File: src/verilog/scrb_pkg.sv
// scrb_pkg: constants shared by the synthesizer control register bank
package scrb_pkg;
  // register word and address widths
  localparam int SCRB_DATA_W = 18;
  localparam int SCRB_ADDR_W = 4;
  // serial frame: data bits 17..0 first, then address bits 3..0
  localparam int SCRB_FRAME_W = SCRB_DATA_W + SCRB_ADDR_W;
  localparam logic [4:0] SCRB_FRAME_LEN = 5'h16;
  // register addresses
  localparam logic [3:0] SCRB_ADDR_MAIN = 4'h0;
  localparam logic [3:0] SCRB_ADDR_GAIN = 4'h1;
  localparam logic [3:0] SCRB_ADDR_POWER = 4'h2;
  localparam logic [3:0] SCRB_ADDR_RF1_N = 4'h3;
  localparam logic [3:0] SCRB_ADDR_RF2_N = 4'h4;
  localparam logic [3:0] SCRB_ADDR_IF_N = 4'h5;
  // main configuration field positions
  localparam int SCRB_AUX_OUTPUT_SELECT_LSB = 12;
  localparam int SCRB_IF_OUTPUT_DIVIDE_LSB = 10;
  localparam int SCRB_REFHALF_BIT = 6;
  localparam int SCRB_LOWPWR_BIT = 5;
  localparam int SCRB_AUTOUP_BIT = 3;
  // gain field positions
  localparam int SCRB_IF_GAIN_LSB = 4;
  localparam int SCRB_RF2_GAIN_LSB = 2;
  localparam int SCRB_RF1_GAIN_LSB = 0;
  // power control bit positions
  localparam int SCRB_IF_ON_BIT = 1;
  localparam int SCRB_RF_ON_BIT = 0;
  // divider field widths
  localparam int SCRB_RF2_N_W = 17;
  localparam int SCRB_IF_N_W = 16;
  // auxiliary output select codes
  localparam logic [1:0] SCRB_AUX_FORCE_LOW = 2'h1;
  localparam logic [1:0] SCRB_AUX_LOCK_WARN = 2'h3;
  // reset values of the stored fields
  localparam logic [1:0] SCRB_RST_FIELD2 = 2'h0;
  localparam logic SCRB_RST_BIT = 1'b0;
  localparam logic [17:0] SCRB_RST_WORD = 18'h0_0000;
  localparam logic [4:0] SCRB_RST_COUNT = 5'h00;
endpackage : scrb_pkg

File: src/verilog/scrb_serial_rx.sv
// scrb_serial_rx: three-wire serial receiver delivering address and data words
`timescale 1ns/1ps
`default_nettype none
module scrb_serial_rx
  import scrb_pkg::*;
(
  // clock and reset
  input wire logic i_clk,
  input wire logic i_reset,
  // serial pins, sampled on i_clk
  input wire logic i_serial_enable_n,
  input wire logic i_serial_clock,
  input wire logic i_serial_data,
  // received word
  output logic o_word_valid,
  output logic [SCRB_ADDR_W-1:0] o_word_addr,
  output logic [SCRB_DATA_W-1:0] o_word_data
);

  ////////////////////////////////////////////////////////////////////////////
  // edge detection on the sampled pins
  logic sclk_prev_reg; // serial clock one sample ago
  logic en_prev_reg; // enable one sample ago
  logic [SCRB_FRAME_W-1:0] shift_reg; // last bits shifted in
  logic [SCRB_FRAME_W-1:0] shift_next;
  logic [4:0] count_reg; // bits seen in this frame, saturating
  logic [4:0] count_next;
  logic valid_reg;
  logic [SCRB_ADDR_W-1:0] addr_reg;
  logic [SCRB_DATA_W-1:0] data_reg;
  wire sclk_rise = i_serial_clock & ~sclk_prev_reg;
  wire frame_active = ~i_serial_enable_n;
  wire frame_end = i_serial_enable_n & ~en_prev_reg;
  // a short or long frame is dropped; only exact lengths are trusted
  wire frame_good = frame_end && (count_reg == SCRB_FRAME_LEN);

  // shift on rising serial clock while the frame is open
  assign shift_next = (frame_active && sclk_rise) ? {shift_reg[SCRB_FRAME_W-2:0], i_serial_data} : shift_reg;
  // count restarts each frame and sticks one past the frame length
  assign count_next = !frame_active ? SCRB_RST_COUNT :
                      (sclk_rise && count_reg <= SCRB_FRAME_LEN) ? count_reg + 5'h01 : count_reg;

  ////////////////////////////////////////////////////////////////////////////
  // state registers
  always_ff @(posedge i_clk)
  begin
    if (i_reset)
    begin
      sclk_prev_reg <= 1'b0;
      en_prev_reg <= 1'b1;
      shift_reg <= '0;
      count_reg <= SCRB_RST_COUNT;
      valid_reg <= 1'b0;
      addr_reg <= '0;
      data_reg <= SCRB_RST_WORD;
    end
    else
    begin
      sclk_prev_reg <= i_serial_clock;
      en_prev_reg <= i_serial_enable_n;
      shift_reg <= shift_next;
      count_reg <= count_next;
      valid_reg <= frame_good;
      // data bits arrive first, address bits last
      if (frame_good)
      begin
        addr_reg <= shift_reg[SCRB_ADDR_W-1:0];
        data_reg <= shift_reg[SCRB_FRAME_W-1:SCRB_ADDR_W];
      end
    end
  end

  assign o_word_valid = valid_reg;
  assign o_word_addr = addr_reg;
  assign o_word_data = data_reg;

endmodule : scrb_serial_rx
`default_nettype wire

File: src/verilog/scrb_bank.sv
// scrb_bank: write-only control register bank of the dual-band synthesizer
// What this block does
// - main config: IF divide, reference halve, buffer, autopowerup
// - gain register holds three two-bit detector gains
// - power register: bit1 IF on, bit0 RF on
// - address three holds full eighteen-bit RF1 count
// - address four holds RF2 count, at least 240; bank stores any value unclamped and resets it to 0
// - address five holds IF count, at least 56; bank stores any value unclamped and resets it to 0
// - power pin low turns both sections off
// - aux select routes lock-loss warning to pin
// - writes accepted in every powerdown state
`timescale 1ns/1ps
`default_nettype none
module scrb_bank
  import scrb_pkg::*;
(
  // clock and reset
  input wire logic i_clk,
  input wire logic i_reset,
  // three-wire serial port
  input wire logic i_serial_enable_n,
  input wire logic i_serial_clock,
  input wire logic i_serial_data,
  // power pin and analog status
  input wire logic i_power_off_pin_n,
  input wire logic i_lock_loss_warning,
  // main configuration fields
  output logic [1:0] o_aux_output_select,
  output logic [1:0] o_if_output_divide,
  output logic o_reference_halve,
  output logic o_if_buffer_low_power,
  output logic o_automatic_powerup,
  // detector gains
  output logic [1:0] o_if_detector_gain,
  output logic [1:0] o_rf_band2_detector_gain,
  output logic [1:0] o_rf_band1_detector_gain,
  // section power
  output logic o_if_section_on,
  output logic o_rf_section_on,
  output logic o_if_powered,
  output logic o_rf_powered,
  // feedback counts
  output logic [SCRB_DATA_W-1:0] o_rf_band1_feedback_count,
  output logic [SCRB_RF2_N_W-1:0] o_rf_band2_feedback_count,
  output logic [SCRB_IF_N_W-1:0] o_if_feedback_count,
  // auxiliary pin
  output logic o_auxiliary_pin
);

  ////////////////////////////////////////////////////////////////////////////
  // serial receiver
  logic word_valid; // one-cycle pulse per complete frame
  logic [SCRB_ADDR_W-1:0] word_addr;
  logic [SCRB_DATA_W-1:0] word_data;

  // receiver runs regardless of power pin state
  scrb_serial_rx u_rx (
    .i_clk(i_clk),
    .i_reset(i_reset),
    .i_serial_enable_n(i_serial_enable_n),
    .i_serial_clock(i_serial_clock),
    .i_serial_data(i_serial_data),
    .o_word_valid(word_valid),
    .o_word_addr(word_addr),
    .o_word_data(word_data)
  );

  ////////////////////////////////////////////////////////////////////////////
  // address decode; addresses six and up are ignored
  // the host keeps off nine to fifteen; dropping them keeps state safe
  // one compare shared by every register strobe; a frame that failed its
  // length check never raises the valid pulse, so no strobe can fire
  function automatic logic addr_hit(input logic valid, input logic [SCRB_ADDR_W-1:0] got,
    input logic [SCRB_ADDR_W-1:0] want);
    return valid && (got == want);
  endfunction : addr_hit

  // one strobe per register, each a single cycle wide
  wire wr_main = addr_hit(word_valid, word_addr, SCRB_ADDR_MAIN);
  wire wr_gain = addr_hit(word_valid, word_addr, SCRB_ADDR_GAIN);
  wire wr_power = addr_hit(word_valid, word_addr, SCRB_ADDR_POWER);
  wire wr_rf1 = addr_hit(word_valid, word_addr, SCRB_ADDR_RF1_N);
  wire wr_rf2 = addr_hit(word_valid, word_addr, SCRB_ADDR_RF2_N);
  wire wr_if = addr_hit(word_valid, word_addr, SCRB_ADDR_IF_N);

  ////////////////////////////////////////////////////////////////////////////
  // stored fields; reserved bits are not kept
  // reset to zero keeps both sections off until the host has written
  logic [1:0] aux_output_select_reg;
  logic [1:0] if_output_divide_reg;
  logic refhalf_reg;
  logic lowpwr_reg;
  logic autoup_reg;
  logic [1:0] if_gain_reg;
  logic [1:0] rf2_gain_reg;
  logic [1:0] rf1_gain_reg;
  logic if_on_reg;
  logic rf_on_reg;
  logic [SCRB_DATA_W-1:0] rf1_n_reg;
  logic [SCRB_RF2_N_W-1:0] rf2_n_reg;
  logic [SCRB_IF_N_W-1:0] if_n_reg;
  logic if_pwr_reg;
  logic rf_pwr_reg;
  logic aux_reg;

  // power decision: pin overrides, auto powerup overrides register
  wire pin_on = i_power_off_pin_n;
  wire if_pwr_next = pin_on & (autoup_reg | if_on_reg);
  wire rf_pwr_next = pin_on & (autoup_reg | rf_on_reg);
  // aux routing: lock warning, forced low, otherwise low
  wire aux_next = (aux_output_select_reg == SCRB_AUX_LOCK_WARN) ? i_lock_loss_warning : 1'b0;

  ////////////////////////////////////////////////////////////////////////////
  // main configuration and gain registers, hold until rewritten
  always_ff @(posedge i_clk)
  begin
    if (i_reset)
    begin
      aux_output_select_reg <= SCRB_RST_FIELD2;
      if_output_divide_reg <= SCRB_RST_FIELD2;
      refhalf_reg <= SCRB_RST_BIT;
      lowpwr_reg <= SCRB_RST_BIT;
      autoup_reg <= SCRB_RST_BIT;
      if_gain_reg <= SCRB_RST_FIELD2;
      rf2_gain_reg <= SCRB_RST_FIELD2;
      rf1_gain_reg <= SCRB_RST_FIELD2;
    end
    else
    begin
      // main configuration fields
      if (wr_main)
      begin
        aux_output_select_reg <= word_data[SCRB_AUX_OUTPUT_SELECT_LSB +: 2];
        if_output_divide_reg <= word_data[SCRB_IF_OUTPUT_DIVIDE_LSB +: 2];
        refhalf_reg <= word_data[SCRB_REFHALF_BIT];
        lowpwr_reg <= word_data[SCRB_LOWPWR_BIT];
        autoup_reg <= word_data[SCRB_AUTOUP_BIT];
      end
      // gain codes
      if (wr_gain)
      begin
        if_gain_reg <= word_data[SCRB_IF_GAIN_LSB +: 2];
        rf2_gain_reg <= word_data[SCRB_RF2_GAIN_LSB +: 2];
        rf1_gain_reg <= word_data[SCRB_RF1_GAIN_LSB +: 2];
      end
    end
  end

  ////////////////////////////////////////////////////////////////////////////
  // power control and divider registers
  always_ff @(posedge i_clk)
  begin
    if (i_reset)
    begin
      if_on_reg <= SCRB_RST_BIT;
      rf_on_reg <= SCRB_RST_BIT;
      rf1_n_reg <= SCRB_RST_WORD;
      rf2_n_reg <= SCRB_RST_WORD[SCRB_RF2_N_W-1:0];
      if_n_reg <= SCRB_RST_WORD[SCRB_IF_N_W-1:0];
    end
    else
    begin
      // section enable bits
      if (wr_power)
      begin
        if_on_reg <= word_data[SCRB_IF_ON_BIT];
        rf_on_reg <= word_data[SCRB_RF_ON_BIT];
      end
      // full-width count
      if (wr_rf1)
        rf1_n_reg <= word_data;
      // the host keeps the minimum; no clamping here
      if (wr_rf2)
        rf2_n_reg <= word_data[SCRB_RF2_N_W-1:0];
      // the host keeps the minimum; no clamping here
      if (wr_if)
        if_n_reg <= word_data[SCRB_IF_N_W-1:0];
    end
  end

  ////////////////////////////////////////////////////////////////////////////
  // registered power and aux outputs, one cycle behind their inputs
  // the pin is taken as already synchronous; a pin from another domain
  // needs a two-stage synchroniser in front of this block
  always_ff @(posedge i_clk)
  begin
    if (i_reset)
    begin
      if_pwr_reg <= SCRB_RST_BIT;
      rf_pwr_reg <= SCRB_RST_BIT;
      aux_reg <= SCRB_RST_BIT;
    end
    else
    begin
      if_pwr_reg <= if_pwr_next;
      rf_pwr_reg <= rf_pwr_next;
      aux_reg <= aux_next;
    end
  end

  ////////////////////////////////////////////////////////////////////////////
  // outputs straight from flip-flops
  assign o_aux_output_select = aux_output_select_reg;
  assign o_if_output_divide = if_output_divide_reg;
  assign o_reference_halve = refhalf_reg;
  assign o_if_buffer_low_power = lowpwr_reg;
  assign o_automatic_powerup = autoup_reg;
  assign o_if_detector_gain = if_gain_reg;
  assign o_rf_band2_detector_gain = rf2_gain_reg;
  assign o_rf_band1_detector_gain = rf1_gain_reg;
  assign o_if_section_on = if_on_reg;
  assign o_rf_section_on = rf_on_reg;
  assign o_if_powered = if_pwr_reg;
  assign o_rf_powered = rf_pwr_reg;
  assign o_rf_band1_feedback_count = rf1_n_reg;
  assign o_rf_band2_feedback_count = rf2_n_reg;
  assign o_if_feedback_count = if_n_reg;
  assign o_auxiliary_pin = aux_reg;

endmodule : scrb_bank
`default_nettype wire

File: config.mk
export PLATFORM = sky130hd
export DESIGN_NAME = scrb_bank
export DESIGN_NICKNAME = d
export VERILOG_FILES = /design/src/verilog/scrb_pkg.sv /design/src/verilog/scrb_serial_rx.sv /design/src/verilog/scrb_bank.sv
export SDC_FILE = /design/constraint.sdc
export NUM_CORES = 1
export LEC_CHECK = 0
export ABC_CLOCK_PERIOD_IN_PS = 1460
export BUFFER_PORTS_ARGS = -buffer_cell sky130_fd_sc_hd__buf_2
export CAP_MARGIN = 20
export CELL_PAD_IN_SITES_DETAIL_PLACEMENT = 1
export CELL_PAD_IN_SITES_GLOBAL_PLACEMENT = 1
export CORE_MARGIN = 10
export CORE_UTILIZATION = 39
export CTS_CLUSTER_SIZE = 16
export DETAILED_ROUTE_END_ITERATION = 10
export GPL_TIMING_DRIVEN = 0
export MAX_ROUTING_LAYER = met4
export PLACE_DENSITY = 0.81
export SLEW_MARGIN = 25
export SYNTH_ARGS = -nofsm -noshare
export SYNTH_HDL_FRONTEND = slang
export SYNTH_SLANG_ARGS = --single-unit
File: constraint.sdc
create_clock -name i_clk -period 1.46 [get_ports i_clk]
set_input_delay 0.146 -clock i_clk [delete_from_list [all_inputs] [get_ports i_clk]]
set_output_delay 0.146 -clock i_clk [all_outputs]
set_load 0.005 [all_outputs]
-- Word-level counts from Yosys, hierarchy flattened
Index checks and enable logic that the tools add are counted.
- flip-flop bits (word level): 121
- latch bits: 0
- bits in writable memories: 0
- memory bits (read-only): 0
- input port bits: 7
- output and inout port bits: 69
- word-level logic and storage cells: 54
- memories: 0
- add/subtract/negate cells: 1
- multipliers: 0
- div/mod/pow operators: 0
- $lt $le $gt $ge: 1
- equal/unequal tests: 7
- shift operators: 0
- mux-type cells: 0
- bitwise gates (word level): 10
- reduce and logical (&&, ||, !) cells: 12
- operator list (operator ; count):
    $logic_and 1x1->1 ; 9
    $eq 4x2->1 const B ; 2
    $eq 4x3->1 const B ; 2
    $add 5x1->5 const B ; 1
    $eq 5x5->1 const B ; 1
    $le 5x5->1 const B ; 1
    $and 1x1->1 ; 4
    $eq 4x1->1 const B ; 1
    $logic_not 4->1 ; 1
    $not 1->1 ; 4
    $reduce_or 2->1 ; 2
    $eq 2x2->1 const B ; 1
    $or 1x1->1 ; 2

-- Depth between registers and ports, before layout
Gate-level depths: netlist of the first run.
- depth in word-level cells: 3
- mapped depth: 6

-- Cells and area by module
From an unflattened synthesis of the first run, not the netlist that was laid out.
- cell total of the unflattened synthesis: 483
- area total of the unflattened synthesis: 4906.0 µm²
- by module, submodules not included (module ; times used ; cells each ; area an instance (µm²) ; sequential area each (µm²)):
    scrb_bank ; 1 ; 251 ; 2765.2 ; 1381.3
    scrb_serial_rx ; 1 ; 232 ; 2140.8 ; 1041.0

-- Least setup slack after synthesis of the first run
OpenSTA, ideal clock, no wires.
- path type: register -> register
- start point: register u_rx.count_reg[0]
- end point: register u_rx.count_reg[0]
- setup time: 0.121 ns
- arrival time: 1.337 ns
- path slack: 0.003 ns
- cell stages (with the launch flop): 5
- path buffers: 0
- cell sequence: dfxtp_1 > inv_1 > ha_1 > o311ai_0 > mux2_2
- word-level cells in the longest chain between the ends: 2
- elaborated cells on any way between the ends: 3
- RTL lines (what ; RTL line ; source):
    start: declaration ; scrb_serial_rx.sv:26 ; logic [4:0] count_reg;
    start signal: assignment ; scrb_serial_rx.sv:62 ; count_reg <= count_next;
    $le 5x5->1 ; scrb_serial_rx.sv:41 ; (sclk_rise && count_reg <= SCRB_FRAME_LEN) ? count_reg + 5'h01 : count_reg;
    $logic_and 1x1->1 ; scrb_serial_rx.sv:41 ;
Several ways; a longest one is shown, not always the timed one.
A chain may end at the register's enable or synchronous reset.

-- Worst setup path after layout of the first run
- start point: register u_rx.count_reg[0]
- end point: register u_rx.data_reg[4], in the netlist u_rx.o_word_data[4]
- word-level cells in the longest chain between the ends: 2
- RTL lines (what ; RTL line ; source):
    $eq 5x5->1 ; scrb_serial_rx.sv:35 ; wire frame_good = frame_end && (count_reg == SCRB_FRAME_LEN);
    $logic_and 1x1->1 ; scrb_serial_rx.sv:35 ;
    end signal: assignment ; scrb_serial_rx.sv:68 ; data_reg <= shift_reg[SCRB_FRAME_W-1:SCRB_ADDR_W];
    end: declaration ; scrb_serial_rx.sv:30 ; logic [SCRB_DATA_W-1:0] data_reg;
No other way between the ends.

==> impl_metrics.toml, run 1 <==
[min_path]
min_path_cells = 2
hold_path.class = "in2reg"

[worst_setup_path]
cp-startpoint = "u_rx.count_reg[0]"
worstPathArrival_ps = 1720
cp-endpoint = "u_rx.o_word_data[4]"
regToRegSetupSlack_ps = 70
worstPathRequired_ps = 1790
reg2reg_from = "u_rx.count_reg[0]"
rr_endpoint = "u_rx.o_word_data[4]"
startpoint_type = "flip-flop"
cpPeakStageDelay_ps = 340
cpMaxStageDelayCell = "dfxtp_2"
path_class = "reg2reg"
worstSetupEndpointType = "flip-flop"
worstPathMaxFanout = 5
cp_cell_sequence = "inv_2, ha_4, nand2_2, nor4_4, buf_6, buf_12, mux2i_2"
rr_worst_depth = 7

[cts]
cts_tree = "done"
htreeDepth = 4
cts_root_buf = "clkbuf_16"
cts_inserted_buffers = 17
insertion_delay_ps = 410
cts_sinks = 121
clk_pin_slew_ps = 50
cts_buffer_depth = 2

[pwr]
swShare_pct = 20.61
p_seq_share_pct = 46.8
comb_power_share_pct = 2.5
pwr-share-clk_pct = 50.7
total_power_mw = 7.091
internal-power_mw = 5.630
irDropWorstVdd_mv = 0.4971
p_per_area_nw_per_um2 = 1186
p_switching_mw = 1.461
p_leak_nw = 2.714

[logic_synthesis]
ys_seq_area_share_pct = 50.99
synth_top_family_by_area = "simple AND/OR/NAND/NOR gates"
syn_nets = 474
avgSynthCellArea_um2 = 10.22
synthSimpleGateAreaFrac_pct = 22.94
synth_xor_area_share_pct = 0
yosysWarnings = 0
synth_edf_count = 0
synth.top_cell.area_share_pct = 50.99
yosys.area.top_type = "dfxtp_1"
synth-main-ff-cell = "dfxtp_1"
synthAdderAreaFrac_pct = 0.5267
ys_ff_latch = 121
synth_compound_area_share_pct = 3.713
synth_cell_types = 33
async_reset_ff_share_pct = 0
syn_area_um2 = 4751
netlist_instances = 465
synthMuxAreaShare_pct = 18.99
synth.area.top_cells = "dfxtp_1 51%, mux2i_1 19%, nand2b_1 15%, nand2_1 4.0%, a21oi_1 2.5%"

[layout]
final_cell_mix = "118 x dfxtp_1, 111 x nand2b_1, 87 x mux2i_1"
synthToLayoutAreaGrowth_pct = 25.89
layout_commonest_cell = "dfxtp_1"
antenna_cells = 0
largest_reg_flops = 22
fin_util_pct = 50.00
final_nets = 575
drive_gt1_share_pct = 23.00

[timing]
period_minus_slack_ps = 1391
tightest_slew_ps = 611.5
final-setup-viol-count = 0
drv_slew = 0
fin_crit_sh_pct = 95.30
clock_skew_ps = 6.943
slew_headroom_pct = 59.23
fmax_mhz = 718.7
hold_violations = 0
worst_slack_ps = 68.66

[drt]
routed-via-count = 3558
drcViolationCount = 0
drtAntennaViolNets = 0
drt_iter0_markers = 192
viasPerCell = 4.935
drt-total-wl_um = 12430
route.detailed.wl_per_inst_um = 17.24
drt_first_pass_iters = 4

[floorplan]
dieWidth_um = 130.4
die-area_um2 = 17000
num_io_pins = 76
fp.coreArea_um2 = 11960
die-height_um = 130.4
core.rowCount = 40
initial_core_util_pct = 39.72

[place]
dp.final_hpwl_um = 8857
routabilityCongestion = 0.7749
post-place-ws_ps = -298.7
io_buffers = 75

[global_route]
grt_overflow = 0
grt_pass1_wl_um = 19920
track_usage_pct = 15.41
antenna_found_initial = 0
grt_pass1_vias = 3823
grt_start_max_net_pins = 17

[job]
max_cap_viol_count = 0

[outcome]
status = "finished, final reports clean"
-- kinds of logic after synthesis --
logic type | after synthesis
AOI/OAI and AO/OA | 31
adders and majority gates | 2
buffers and inverters | 29
DFF | 121
muxes | 90
and+or+nand+nor | 192
-- how the worst min path moves through the flow --
stage,from,endpoint,slack [ps]
after floorplan,i_serial_clock,u_rx.sclk_prev_reg,270
after global placement,i_serial_data,u_rx.shift_reg[0],400
after detailed placement,i_serial_data,u_rx.shift_reg[0],410
after CTS,i_serial_clock,u_rx.sclk_prev_reg,5
after global routing,i_serial_clock,u_rx.sclk_prev_reg,30
final,i_serial_clock,u_rx.sclk_prev_reg,30
-- per-layer routing --
layer  global-route usage [%]  routed length, µm  vias to the layer above
met5                        -                  0                        -
met4                    6.540                212                        0
met3                    4.311                525                       20
met2                    25.91               6372                       62
met1                    16.85               5322                     1729
li1                         -                  -                     1747
-- power by group through the flow --
stage	Clock [mW]	Combinational [mW]	Sequential (mW)
after global routing	3.82	0.195	3.32
after floorplan	0	0.115	3.39
final	3.59	0.178	3.32
after global placement	0	0.163	3.39
after detailed placement	0	0.168	3.39
after CTS	3.66	0.177	3.32
-- Yosys cell counts, types with 2 or more instances --
cell type  count
dfxtp_1      121
inv_1          2
mux2i_1       89
buf_4          2
clkbuf_1      20
nor2_1         8
nand2_1       50
a21oi_1       24
nand2_2        3
and3b_1        3
nor2b_1        5
ha_1           2
buf_2          3
buf_6          2
nand3b_1       2
nor3b_1        2
nand2b_1     111
-- area by class of cell --
| type | count | area [µm²] |
|---|---|---|
| Clock inverter | 4 | 22.52 |
| Tap cell | 147 | 183.9 |
| Multi-Input combinational cell | 315 | 2233 |
| Timing Repair Buffer | 83 | 479.2 |
| Fill cell | 1337 | 5981 |
| Buffer | 26 | 147.6 |
| Inverter | 2 | 7.507 |
| Clock buffer | 23 | 478.0 |
| Sequential cell | 121 | 2429 |
-- worst max-delay path: cells and delay by family, from the launching register on --
kind | cells | cell delay (ps)
flip-flops | 1 | 340
AND/OR/NAND/NOR | 2 | 200
adder cells (fa/ha/maj) | 1 | 150
multiplexers | 1 | 220
buffers and inverters | 3 | 390
-- through the flow --
step	hold slack (ps)	TNS (ps)	instance area [µm²]	std cells
finish	25.75	0	5981	721
global route	28.67	-104.2	5981	721
CTS	4.902	-1.121	5892	719
detailed placement	406.1	-12470	5310	687
global placement	403.5	-7975	5310	687
floorplan	274.2	0	4751	465
-- repair_timing --
action / CTS / global route
buffers inserted: 3 / 1
gates resized for setup: 12 / 16
hold buffers: 2 / 0
pin swaps: 1 / 2
setup endpoints to repair: 24 / 80
gates cloned: 0 / 2
hold endpoints to repair: 3 / 0
(Power assumes the default switching activity.)
==> inputs of run 2 (changes only) <==
BUFFER_PORTS_ARGS = -buffer_cell sky130_fd_sc_hd__buf_4   (was -buffer_cell sky130_fd_sc_hd__buf_2)
==> run 2 against run 1 <==
Against the previous run:
- clock-buffer cell count increased by 2
- largest power group unchanged
- first-iteration DRC count decreased by 15%
- critical endpoint is now u_rx.o_word_data[14]
- non-clock buffer count up 3
- critical path depth decreased by 2
- worst hold slack worse by 8.5 ps
- register-to-register slack got worse by 20 ps
- flip-flop and latch count stayed put
- highest routed layer unchanged
- power rose by 12%
- core utilization increased by 2.9 points
==> impl_metrics.toml, run 2 (synthesized netlist as in run 1, its figures left out) <==
[global_route]
track_usage_pct = 16.27
grt_overflow = 0
grt_pass1_vias = 3940
grt_pass1_wl_um = 20750
grt_start_max_net_pins = 17
antenna_found_initial = 0

[job]
max_cap_viol_count = 0

[min_path]
hold_path.class = "in2reg"

[worst_setup_path]
worstSetupEndpointType = "flip-flop"
worstPathArrival_ps = 1750
worstPathRequired_ps = 1800
worstPathMaxFanout = 7
path_class = "reg2reg"
startpoint_type = "flip-flop"
regToRegSetupSlack_ps = 50

[drt]
viasPerCell = 4.936
drcViolationCount = 0
routed-via-count = 3598
drt_first_pass_iters = 4
drtAntennaViolNets = 0
drt-total-wl_um = 13310
route.detailed.wl_per_inst_um = 18.26
drt_iter0_markers = 164

[timing]
fin_crit_sh_pct = 96.84
fin_setup_tns_ps = 0
clock_skew_ps = 8.411
period_minus_slack_ps = 1414
slew_headroom_pct = 58.67
final-setup-viol-count = 0
drv_slew = 0
tightest_slew_ps = 620.0
worst_slack_ps = 46.15
hold_violations = 0
fmax_mhz = 707.3

[floorplan]
initial_core_util_pct = 39.72
core.rowCount = 40
die-height_um = 130.4
die-area_um2 = 17000
num_io_pins = 76
fp.coreArea_um2 = 11960
dieWidth_um = 130.4

[place]
dp_cells = 687
post-place-ws_ps = -318.1
io_buffers = 75
routabilityCongestion = 0.7393
dp.final_hpwl_um = 9034
placedInstanceArea_um2 = 5498

[layout]
antenna_cells = 0
largest_reg_flops = 22
synthToLayoutAreaGrowth_pct = 33.21
n_fill_cell = 1320
final-seq-area_um2 = 2429
final_nets = 578
layout_commonest_cell = "dfxtp_1"
drive_gt1_share_pct = 24.05
multi_input_area_um2 = 2228
final_cell_mix = "118 x dfxtp_1, 111 x nand2b_1, 89 x mux2i_1"
final_cell_count_no_fill = 729
final_area_um2 = 6329

[cts]
htreeDepth = 4
cts_inserted_buffers = 17
clk_pin_slew_ps = 50
cts_root_buf = "clkbuf_16"
cts_tree = "done"
insertion_delay_ps = 420
cts_sinks = 121
cts_buffer_depth = 2

[pwr]
comb_power_share_pct = 2.4
irDropWorstVdd_mv = 0.7055
p_seq_share_pct = 41.8
internal-power_mw = 6.388
p_leak_nw = 2.800
p_switching_mw = 1.545
pwr-share-clk_pct = 55.8
total_power_mw = 7.932
swShare_pct = 19.47
p_per_area_nw_per_um2 = 1253

[outcome]
status = "finished, final reports clean"
## run 2: critical path: stages, from the launching register on
cell and delay [ps]:
dfxtp_2 400, nand2_2 110, nor4_4 230, buf_6 200
clkbuf_16 170, mux2i_1 210
## run 2: cell type report
type / count / share of cell area [%]
Timing Repair Buffer: 86 / 10.97
Multi-Input combinational cell: 315 / 35.21
Inverter: 2 / 0.1186
Tap cell: 147 / 2.906
Buffer: 26 / 2.372
Clock buffer: 25 / 8.304
Sequential cell: 121 / 38.37
Clock inverter: 7 / 1.740
## run 2: routing by layer
layer	vias to the layer above	routed length (µm)	global-route usage, %
met5	-	0	-
met4	0	190	5.952
met3	18	573	4.553
met2	60	6926	28.66
met1	1768	5619	17.11
li1	1752	-	-
## run 2: power groups by stage
stage / registers (mW) / clock network [mW] / logic [mW]
floorplan: 3.39 / 0 / 0.115
global placement: 3.39 / 0 / 0.169
detailed placement: 3.39 / 0 / 0.173
CTS: 3.32 / 4.48 / 0.189
global route: 3.31 / 4.63 / 0.209
finish: 3.32 / 4.43 / 0.190
## run 2: final timing paths
kind,startpoint,endpoint,depth (start not counted)
min,i_lock_loss_warning,o_auxiliary_pin,2
max,u_rx.count_reg[4],u_rx.o_word_data[14],5
min reg2reg,o_if_feedback_count[2],o_if_feedback_count[2],2
max reg2reg,u_rx.count_reg[4],u_rx.o_word_data[14],5
## run 2: timing repair
item	4_1_cts	5_1_grt
buffers inserted	6	0
hold buffers	3	0
endpoints found under the hold margin	4	0
resized for setup	15	14
pin swaps	2	1
cloned	1	1
endpoints found under the setup margin	35	63
## run 2: per-stage QoR
| step | utilization, % | hold WS (ps) |
|---|---|---|
| finish | 52.91 | 17.29 |
| global route | 52.91 | 11.94 |
| CTS | 52.47 | 7.022 |
| detailed placement | 45.96 | 403.6 |
| global placement | 45.96 | 398.6 |
| floorplan | - | 274.2 |
